--- src/common/dde_regs.vh ---
// Address map, field positions, reset values and timing counts of the director executor.
// Included by the core file; holds definitions only.
`ifndef DDE_REGS_VH
`define DDE_REGS_VH

// Avalon-MM word offsets (byte address = 4 x index).
`define DDE_REG_CMD        4'h0
`define DDE_REG_DIRECTOR   4'h1
`define DDE_REG_STATUS     4'h2
`define DDE_REG_SEL        4'h3
`define DDE_REG_COUNT      4'h4
`define DDE_REG_CHKWORD    4'h5
`define DDE_REG_FILEWORD   4'h6
`define DDE_REG_FILEADDR   4'h7

// Command codes written to the command register.
`define DDE_OP_DROP_CS     3'h1
`define DDE_OP_STATUS_SEL  3'h2
`define DDE_OP_CORRECT     3'h3
`define DDE_OP_READ        3'h4
`define DDE_OP_END_READ    3'h5

// Director bit positions, numbered from the most significant bit 0 of a 32-bit word.
`define DDE_DIR_BIT(n)     (31 - (n))
`define DDE_BIT_TO_FILE    10
`define DDE_BIT_LEN_SRC    15
`define DDE_BIT_CTL_STS    19

// Status register bit positions (low-order numbering).
`define DDE_ST_BUSY        0
`define DDE_ST_DONE        1
`define DDE_ST_READ        2
`define DDE_ST_TO_FILE     3
`define DDE_ST_CORR_ACT    4
`define DDE_ST_CORRECTABLE 13
`define DDE_ST_UNCORRECT   14

// Reset values.
`define DDE_SEL_RESET      9'h000
`define DDE_COUNT_RESET    16'h0000

// Divider giving the two internal clock phases; disk timing chain length in phases.
`define DDE_PHASE_DIV      4'h3
`define DDE_CHAIN_STEPS    3'h3

`endif

--- src/core/dde_director_exec.v ---
// Director executor: runs the drop-control-select, drive-status select,
// error-correction search and normal-read setup directors.
// Assumes an Avalon-MM master on the same clock; drive lines are synchronous to clk_i.
`timescale 1ns/1ns
`include "dde_regs.vh"

module dde_director_exec (
  input  wire        clk_i,
  input  wire        rst_i,
  input  wire [3:0]  avs_address_i,
  input  wire        avs_read_i,
  input  wire        avs_write_i,
  input  wire [31:0] avs_writedata_i,
  input  wire [3:0]  avs_byteenable_i,
  output reg  [31:0] avs_readdata_o,
  output reg         avs_waitrequest_o,
  input  wire        drv_sector_mark_i,
  input  wire        drv_index_mark_i,
  input  wire        drv_end_cyl_i,
  output reg         control_select_line_o,
  output reg         control_select_enable_o,
  output reg         disk_function_enable_ff_o,
  output reg         control_tag_enable_o,
  output reg  [8:0]  status_select_o,
  output reg         read_control_ff_o,
  output reg         sector_mark_o,
  output reg         index_mark_o,
  output reg         end_cyl_o,
  output reg         director_done_o,
  output reg         read_in_progress_o,
  output reg         read_to_file_o,
  output reg         byte_control_toggle_o,
  output reg         file_write_upper_o,
  output reg         file_write_lower_o,
  output reg         load_buffer_en_o,
  output reg         read_done_en_o,
  output reg         checkword_en_o,
  output reg         length_check_en_o,
  output reg  [3:0]  file_address_o
);

  localparam [5:0] ST_IDLE  = 6'h01;
  localparam [5:0] ST_DROP  = 6'h02;
  localparam [5:0] ST_STAT  = 6'h04;
  localparam [5:0] ST_CORR  = 6'h08;
  localparam [5:0] ST_READ  = 6'h10;
  localparam [5:0] ST_DONE  = 6'h20;

  // Extracts a director bit given its high-order-first number.
  function dir_bit;
    input [31:0] w;
    input integer n;
    begin
      dir_bit = w[31 - n];
    end
  endfunction

  reg [5:0]  state_r;
  reg [31:0] director_r;
  reg [31:0] checkword_r;
  reg [15:0] file_word_r;
  reg [15:0] count_r;
  reg [3:0]  div_r;
  reg        ph1_r;
  reg        ph2_r;
  reg [2:0]  chain_r;
  reg        chain_run_r;
  reg        disable_cs_r;
  reg        corr_r;
  reg        resync_r;
  reg        correctable_r;
  reg        uncorrectable_r;
  reg        load_from_file_r;
  reg        exec_r;

  wire        bus_wr    = avs_write_i & ~avs_waitrequest_o;
  wire        rd_seen   = avs_read_i & avs_waitrequest_o;
  wire        cmd_wr    = bus_wr & (avs_address_i == `DDE_REG_CMD);
  wire [2:0]  cmd_op    = avs_writedata_i[2:0];
  wire        start_ok  = cmd_wr & (state_r == ST_IDLE);
  wire        count_zero = (count_r == 16'hFFFF);
  wire        chk_zero  = (checkword_r[20:0] == 21'h000000);
  wire [8:0]  sel_field = director_r[`DDE_DIR_BIT(11):`DDE_DIR_BIT(19)];

  // Single-cycle request acceptance: waitrequest drops low for one cycle per access.
  // Read data is registered when the request is first seen, so it stands while waitrequest is low.
  always @(posedge clk_i or posedge rst_i) begin
    if (rst_i) begin
      avs_waitrequest_o <= 1'b1;
      avs_readdata_o    <= 32'h00000000;
    end else begin
      avs_waitrequest_o <= ~((avs_read_i | avs_write_i) & avs_waitrequest_o);
      if (rd_seen) begin
        case (avs_address_i)
          `DDE_REG_DIRECTOR: avs_readdata_o <= director_r;
          `DDE_REG_STATUS: begin
            avs_readdata_o <= 32'h00000000;
            avs_readdata_o[`DDE_ST_BUSY]        <= (state_r != ST_IDLE);
            avs_readdata_o[`DDE_ST_DONE]        <= director_done_o;
            avs_readdata_o[`DDE_ST_READ]        <= read_in_progress_o;
            avs_readdata_o[`DDE_ST_TO_FILE]     <= read_to_file_o;
            avs_readdata_o[`DDE_ST_CORR_ACT]    <= corr_r;
            avs_readdata_o[`DDE_ST_CORRECTABLE] <= correctable_r;
            avs_readdata_o[`DDE_ST_UNCORRECT]   <= uncorrectable_r;
          end
          `DDE_REG_SEL:      avs_readdata_o <= {22'h000000, read_control_ff_o, status_select_o};
          `DDE_REG_COUNT:    avs_readdata_o <= {16'h0000, count_r};
          `DDE_REG_CHKWORD:  avs_readdata_o <= checkword_r;
          `DDE_REG_FILEWORD: avs_readdata_o <= {16'h0000, file_word_r};
          `DDE_REG_FILEADDR: avs_readdata_o <= {28'h0000000, file_address_o};
          default:           avs_readdata_o <= 32'h00000000;
        endcase
      end
    end
  end

  // Two-phase internal clock as enable pulses.
  always @(posedge clk_i or posedge rst_i) begin
    if (rst_i) begin
      div_r <= 4'h0;
      ph1_r <= 1'b0;
      ph2_r <= 1'b0;
    end else begin
      div_r <= (div_r == `DDE_PHASE_DIV) ? 4'h0 : div_r + 4'h1;
      ph1_r <= (div_r == 4'h0);
      ph2_r <= (div_r == 4'h2);
    end
  end

  // Software-loaded director word and file word; the checkword is loaded in the sequencer.
  genvar g;
  generate
    for (g = 0; g < 4; g = g + 1) begin : g_lane
      always @(posedge clk_i or posedge rst_i) begin
        if (rst_i) begin
          director_r[8*g+7:8*g] <= 8'h00;
        end else if (bus_wr && avs_address_i == `DDE_REG_DIRECTOR
                     && avs_byteenable_i[g] && state_r == ST_IDLE) begin
          director_r[8*g+7:8*g] <= avs_writedata_i[8*g+7:8*g];
        end
      end
    end
  endgenerate

  always @(posedge clk_i or posedge rst_i) begin
    if (rst_i) begin
      file_word_r <= 16'h0000;
    end else if (bus_wr && avs_address_i == `DDE_REG_FILEWORD) begin
      file_word_r <= avs_writedata_i[15:0];
    end
  end

  // Director sequencing.
  always @(posedge clk_i or posedge rst_i) begin
    if (rst_i) begin
      state_r                   <= ST_IDLE;
      checkword_r               <= 32'h00000000;
      count_r                   <= `DDE_COUNT_RESET;
      chain_r                   <= 3'h0;
      chain_run_r               <= 1'b0;
      disable_cs_r              <= 1'b0;
      corr_r                    <= 1'b0;
      resync_r                  <= 1'b0;
      correctable_r             <= 1'b0;
      uncorrectable_r           <= 1'b0;
      load_from_file_r          <= 1'b0;
      exec_r                    <= 1'b0;
      director_done_o           <= 1'b0;
      control_select_line_o     <= 1'b0;
      control_select_enable_o   <= 1'b0;
      disk_function_enable_ff_o <= 1'b0;
      control_tag_enable_o      <= 1'b0;
      status_select_o           <= `DDE_SEL_RESET;
      read_control_ff_o         <= 1'b0;
      read_in_progress_o        <= 1'b0;
      read_to_file_o            <= 1'b0;
      byte_control_toggle_o     <= 1'b0;
      file_write_upper_o        <= 1'b0;
      file_write_lower_o        <= 1'b0;
      load_buffer_en_o          <= 1'b0;
      read_done_en_o            <= 1'b0;
      checkword_en_o            <= 1'b0;
      length_check_en_o         <= 1'b0;
      file_address_o            <= 4'h0;
    end else begin
      director_done_o <= 1'b0;
      exec_r          <= 1'b0;
      if (bus_wr && avs_address_i == `DDE_REG_CHKWORD && state_r == ST_IDLE) begin
        checkword_r <= avs_writedata_i;
      end
      if (disable_cs_r) begin
        disk_function_enable_ff_o <= 1'b0;
        control_tag_enable_o      <= 1'b0;
      end
      case (state_r)
        ST_IDLE: begin
          if (start_ok) begin
            case (cmd_op)
              `DDE_OP_DROP_CS: begin
                disable_cs_r          <= 1'b1;
                chain_run_r           <= 1'b1;
                chain_r               <= 3'h0;
                control_select_line_o <= 1'b0;
                state_r               <= ST_DROP;
              end
              `DDE_OP_STATUS_SEL: begin
                state_r <= ST_STAT;
              end
              `DDE_OP_CORRECT: begin
                corr_r          <= 1'b1;
                correctable_r   <= 1'b0;
                uncorrectable_r <= 1'b0;
                resync_r        <= 1'b0;
                count_r         <= ~director_r[15:0];
                state_r         <= ST_CORR;
              end
              `DDE_OP_READ: begin
                exec_r <= 1'b1;
                if (dir_bit(director_r, `DDE_BIT_TO_FILE)) begin
                  file_address_o <= 4'h0;
                end
                if (dir_bit(director_r, `DDE_BIT_LEN_SRC)) begin
                  file_address_o   <= director_r[3:0];
                  load_from_file_r <= 1'b1;
                end else begin
                  count_r <= director_r[15:0];
                end
                read_in_progress_o    <= 1'b1;
                length_check_en_o     <= 1'b1;
                checkword_en_o        <= 1'b1;
                byte_control_toggle_o <= 1'b1;
                load_buffer_en_o      <= 1'b1;
                read_done_en_o        <= 1'b1;
                read_to_file_o     <= dir_bit(director_r, `DDE_BIT_TO_FILE);
                file_write_upper_o <= dir_bit(director_r, `DDE_BIT_TO_FILE);
                file_write_lower_o <= dir_bit(director_r, `DDE_BIT_TO_FILE);
                state_r <= ST_READ;
              end
              `DDE_OP_END_READ: begin
                read_in_progress_o    <= 1'b0;
                length_check_en_o     <= 1'b0;
                checkword_en_o        <= 1'b0;
                byte_control_toggle_o <= 1'b0;
                load_buffer_en_o      <= 1'b0;
                read_done_en_o        <= 1'b0;
                read_to_file_o        <= 1'b0;
                file_write_upper_o    <= 1'b0;
                file_write_lower_o    <= 1'b0;
                state_r               <= ST_DONE;
              end
              default: begin
                state_r <= ST_IDLE;
              end
            endcase
          end
        end
        ST_DROP: begin
          if (ph1_r) begin
            chain_r <= chain_r + 3'h1;
            if (chain_r == 3'h0) begin
              control_select_enable_o <= 1'b0;
            end
            if (chain_r == `DDE_CHAIN_STEPS - 3'h1) begin
              disable_cs_r <= 1'b0;
              chain_run_r  <= 1'b0;
              state_r      <= ST_DONE;
            end
          end
        end
        ST_STAT: begin
          status_select_o   <= sel_field;
          read_control_ff_o <= dir_bit(director_r, `DDE_BIT_CTL_STS);
          state_r           <= ST_DONE;
        end
        ST_CORR: begin
          if (ph2_r && !resync_r) begin
            resync_r <= 1'b1;
          end else if (ph2_r && resync_r) begin
            if (chk_zero) begin
              correctable_r <= 1'b1;
            end
            if (count_zero && !chk_zero) begin
              uncorrectable_r <= 1'b1;
            end
            if (chk_zero || count_zero) begin
              corr_r   <= 1'b0;
              resync_r <= 1'b0;
              state_r  <= ST_DONE;
            end else begin
              checkword_r <= {checkword_r[0], checkword_r[31:1]};
              count_r     <= count_r + 16'h0001;
            end
          end
        end
        ST_READ: begin
          if (load_from_file_r && !exec_r) begin
            count_r          <= ~file_word_r;
            load_from_file_r <= 1'b0;
            state_r          <= ST_DONE;
          end else if (!load_from_file_r) begin
            state_r <= ST_DONE;
          end
        end
        ST_DONE: begin
          director_done_o <= 1'b1;
          state_r         <= ST_IDLE;
        end
        default: begin
          state_r <= ST_IDLE;
        end
      endcase
    end
  end

  // Drive event lines are admitted only while read-control is set.
  always @(posedge clk_i or posedge rst_i) begin
    if (rst_i) begin
      sector_mark_o <= 1'b0;
      index_mark_o  <= 1'b0;
      end_cyl_o     <= 1'b0;
    end else begin
      sector_mark_o <= drv_sector_mark_i & read_control_ff_o;
      index_mark_o  <= drv_index_mark_i & read_control_ff_o;
      end_cyl_o     <= drv_end_cyl_i & read_control_ff_o;
    end
  end

endmodule

--- config.mk ---
export PLATFORM = sky130hd
export DESIGN_NAME = dde_director_exec
export DESIGN_NICKNAME = d
export VERILOG_FILES = /design/src/core/dde_director_exec.v
export VERILOG_INCLUDE_DIRS = /design/src /design/src/common
export SDC_FILE = /design/constraint.sdc
export NUM_CORES = 1
export LEC_CHECK = 0
export ABC_AREA = 1
export BUFFER_PORTS_ARGS = -buffer_cell sky130_fd_sc_hd__buf_2
export CAP_MARGIN = 15
export CORE_MARGIN = 1
export CORE_UTILIZATION = 53
export CTS_CLUSTER_SIZE = 24
export DETAILED_ROUTE_END_ITERATION = 8
export PLACE_DENSITY = 0.87
export SYNTH_ARGS = -nofsm -noshare
export SYNTH_HDL_FRONTEND = slang
export SYNTH_SLANG_ARGS = --single-unit
export TNS_END_PERCENT = 10
--- constraint.sdc ---
create_clock -name clk_i -period 5.6 [get_ports clk_i]
set_input_delay 1.12 -clock clk_i [delete_from_list [all_inputs] [get_ports clk_i]]
set_output_delay 1.12 -clock clk_i [all_outputs]
set_load 0.02 [all_outputs]
==> run metrics <==
GR Util All Layers 30.52%; max_slew headroom between 20 and 25%; clock power share 25.6%; Slowest cell on crit path clkinv_1; Post-DRT Antenna Nets 0; CP most frequent cell nand2_1; Die Y roughly 130 um; Pre-Repair DR Iteration Count 5; Critical R2R Launch state_r[2]$_DFFE_PP0P_; setup bufs post-CTS 0; Worst-Margin Slew 1157 ps; routed wl met3 2.589 mm; Top delay family on crit path buffers and inverters; CP endpoint kind register; DP Wirelength around 18 mm; Hold Buf Count CTS 0; Syn. warnings 0; I/O pins between 100 and 150; worst slack, placed between 2000 and 2500 ps; Critical R2R Capture checkword_r[15]$_DFF_PP0_; DR iter-0 viols around 1100; Int Pwr around 2.6 mW; max frequency around 330 MHz; Remaining DRCs 0; total power around 4.4 mW; clock tree buffer depth 2; Cells after Synth 1236; antenna violations before repair 2; final worst-path cycle share 53.31%; clk_skew around 11 ps; Starting Density between 50 and 60%; CP cell instances buf_2 -> inv_1 -> nand2_1 -> inv_1 -> nand2_1 -> clkinv_1 -> a21oi_1 -> nand4_1 -> nand2_1 -> nand2_1; post-layout instance area about 10000 um2; Yosys cell types 43; wire per inst about 17 um; final setup violation count 0; setup TNS 0 ps; area grow syn2layout 11.95%; Gate power share around a third; via count of the routed design between 8000 and 9000; port bufs roughly 110; mean post-synth cell area 7.361 um2; CP Class input port to register; sequential area share after synthesis between 40% and 50%; Final Hold Viols 0; Worst Reg2Reg Path Length in Cells 7; fraction of power consumed by sequential logic a little over two fifths; worst min-delay path endpoint avs_readdata_o[7]$_DFFE_PP0P_; Core Area between 15000 and 20000 um2; Switching Fraction between 40% and 50%; Max stage delay on crit path ~790 ps; max-slew violation count 0; largest net degree at the start of global routing 170; ys flop type dfrtp_1; Hold Path Class register to register; Synth async-reset ratio between 90% and 100%; CTS sink cnt 169; CP Max Fanout 19; maximum VDD drop roughly 0.00026 V; met2 WL post-DR 12.14 mm; status complete, no violations; vias in the first global route ~8000; placed cell area slightly below 10000 um2; Max Used Layer met4; DIE AREA 17700 um2; Critical Path Start Type input port; power per cell area 428.2 nW/um2; clock transition at the registers of the reported paths approximately 70 ps; CTS buffer count 17; CP required around 5900 ps; R2R Setup Slk 2750 ps; min Tclk post-route 2985 ps; layout cells sized above 1 13.41%; Max Cap Viol 0; CTS Root Cell clkbuf_16; vias per cell 5.660; Crit path buffers/inverters 4; number of synthesized flops with an enable pin 0; unrepaired setup endpoints after global routing false; Worst EP arrival 3310 ps; post-route setup slack ~2600 ps; GR Overflow Total 0; Hold Crit Depth 2; DIE WIDTH approximately 130 um; hold path start avs_readdata_o[7]$_DFFE_PP0P_; htree depth 4; Yosys reg bits between 150 and 200; Total Routed Length around 26 mm; CTS tree done; post-synthesis cell area 9099 um2; first-pass GRT wire length roughly 41 mm; # rows between 40 and 50; P_leak 5.608 nW; final net count approximately 1400; Switch Pwr approximately 1.8 mW; DRT met1 WL about 10 mm; Placer Congestion roughly 0.93; post_cts resized 0; Worst-Skew Late Latency 440 ps
cells in the final DEF, fill, tap and decap left out, types with 3 or more instances in the layout:
cell	count
inv_1	135
or2_2	7
dfrtp_1	167
o22ai_1	13
o21ai_1	59
a21oi_1	11
nand2_4	3
clkbuf_16	17
nand4_1	13
inv_6	6
nor2_1	84
nand3b_1	4
conb_1	4
nor2_4	5
o21ai_0	100
nand3_1	96
nand3_2	5
nand2_2	4
xor2_1	5
nand2_1	434
nor2_2	6
buf_2	106
ha_1	7
logic make-up after synthesis:
logic type               synth area share (%)
adder cells (fa/ha/maj)                0.9626
AND/OR/NAND/NOR                         31.78
flip-flops                              46.51
other                                 0.04121
AO/OA/AOI/OAI                           10.85
XOR/XNOR                               0.6738
buffers and inverters                   9.186
state kept, by name, indices dropped and copies added (netlist names), 3 cells and up:
register and cells:
avs_readdata_o 32, checkword_r 32, director_r 32, count_r 16
file_word_r 16, status_select_o 9, state_r 6, div_r 4
file_address_o 4, chain_r 3
worst max-delay path by stage:
stage | from | to | slack, ps | cells after the start
floorplan | rst_i | avs_readdata_o[0]$_DFFE_PP0P_ | 2330 | 1
global placement | avs_address_i[1] | avs_readdata_o[1]$_DFFE_PP0P_ | 2340 | 10
detailed placement | avs_address_i[1] | avs_readdata_o[1]$_DFFE_PP0P_ | 2300 | 10
CTS | avs_address_i[1] | avs_readdata_o[1]$_DFFE_PP0P_ | 2760 | 10
global route | avs_address_i[1] | avs_readdata_o[13]$_DFFE_PP0P_ | 2490 | 10
finish | avs_address_i[1] | avs_readdata_o[1]$_DFFE_PP0P_ | 2610 | 10
worst min-delay path: stages (launching register included):
cell and delay [ps]:
dfrtp_1 340, nand2_1 50, nand2_1 50
metrics by stage:
stage	hold slack, ps	cells	util (%)
after global routing	487.7	1548	60.99
after global placement	452.2	1515	57.72
after detailed placement	464.5	1515	57.72
after floorplan	441.0	1239	-
final	477.9	1548	60.99
after CTS	480.7	1547	60.98
power by group through the flow:
stage / clock network [mW] / logic [mW] / registers (mW)
floorplan: 0 / 1.03 / 1.81
detailed placement: 0 / 1.36 / 1.86
global route: 1.18 / 1.57 / 1.89
CTS: 1.13 / 1.37 / 1.85
global placement: 0 / 1.31 / 1.85
finish: 1.12 / 1.38 / 1.86
Yosys cell counts (2+ instances only):
library cell / n / share of area, %
a21oi_1: 11 / 0.61
buf_1: 3 / 0.12
buf_2: 13 / 0.72
buf_4: 14 / 1.2
buf_6: 6 / 0.74
clkbuf_1: 16 / 0.66
clkinv_1: 2 / 0.083
dfrtp_1: 167 / 46
dfstp_2: 2 / 0.58
ha_1: 7 / 0.96
inv_1: 136 / 5.6
nand2_1: 434 / 18
nand2_2: 4 / 0.27
nand2_4: 3 / 0.37
nand3_1: 96 / 5.3
nand3_2: 5 / 0.55
nand3_4: 2 / 0.38
nand3b_1: 4 / 0.33
nand4_1: 13 / 0.89
nor2_1: 84 / 3.5
nor2_2: 6 / 0.41
nor2_4: 5 / 0.62
nor3_1: 2 / 0.11
o211ai_1: 2 / 0.16
o21ai_0: 100 / 5.5
o21ai_1: 59 / 3.2
o22ai_1: 13 / 0.89
or2_2: 7 / 0.48
xnor2_1: 2 / 0.19
xor2_1: 5 / 0.48
routing by layer:
layer	vias to the layer above	global-route usage [%]
met3	79	6.782
met4	0	16.99
li1	4062	-
met5	-	0
met2	528	46.57
met1	4093	40.34
final cells by class:
class                      instances  area, um2
clock inverter                    13      110.1
multi-input combinational        878       4043
clock buffer                      19      432.9
antenna                            1      2.502
fill                            1463       6515
inverter                         139      525.5
timing repair buffer             109      565.5
tap                              220      275.3
sequential                       169       4232
Power figures use the tool's default switching activity.
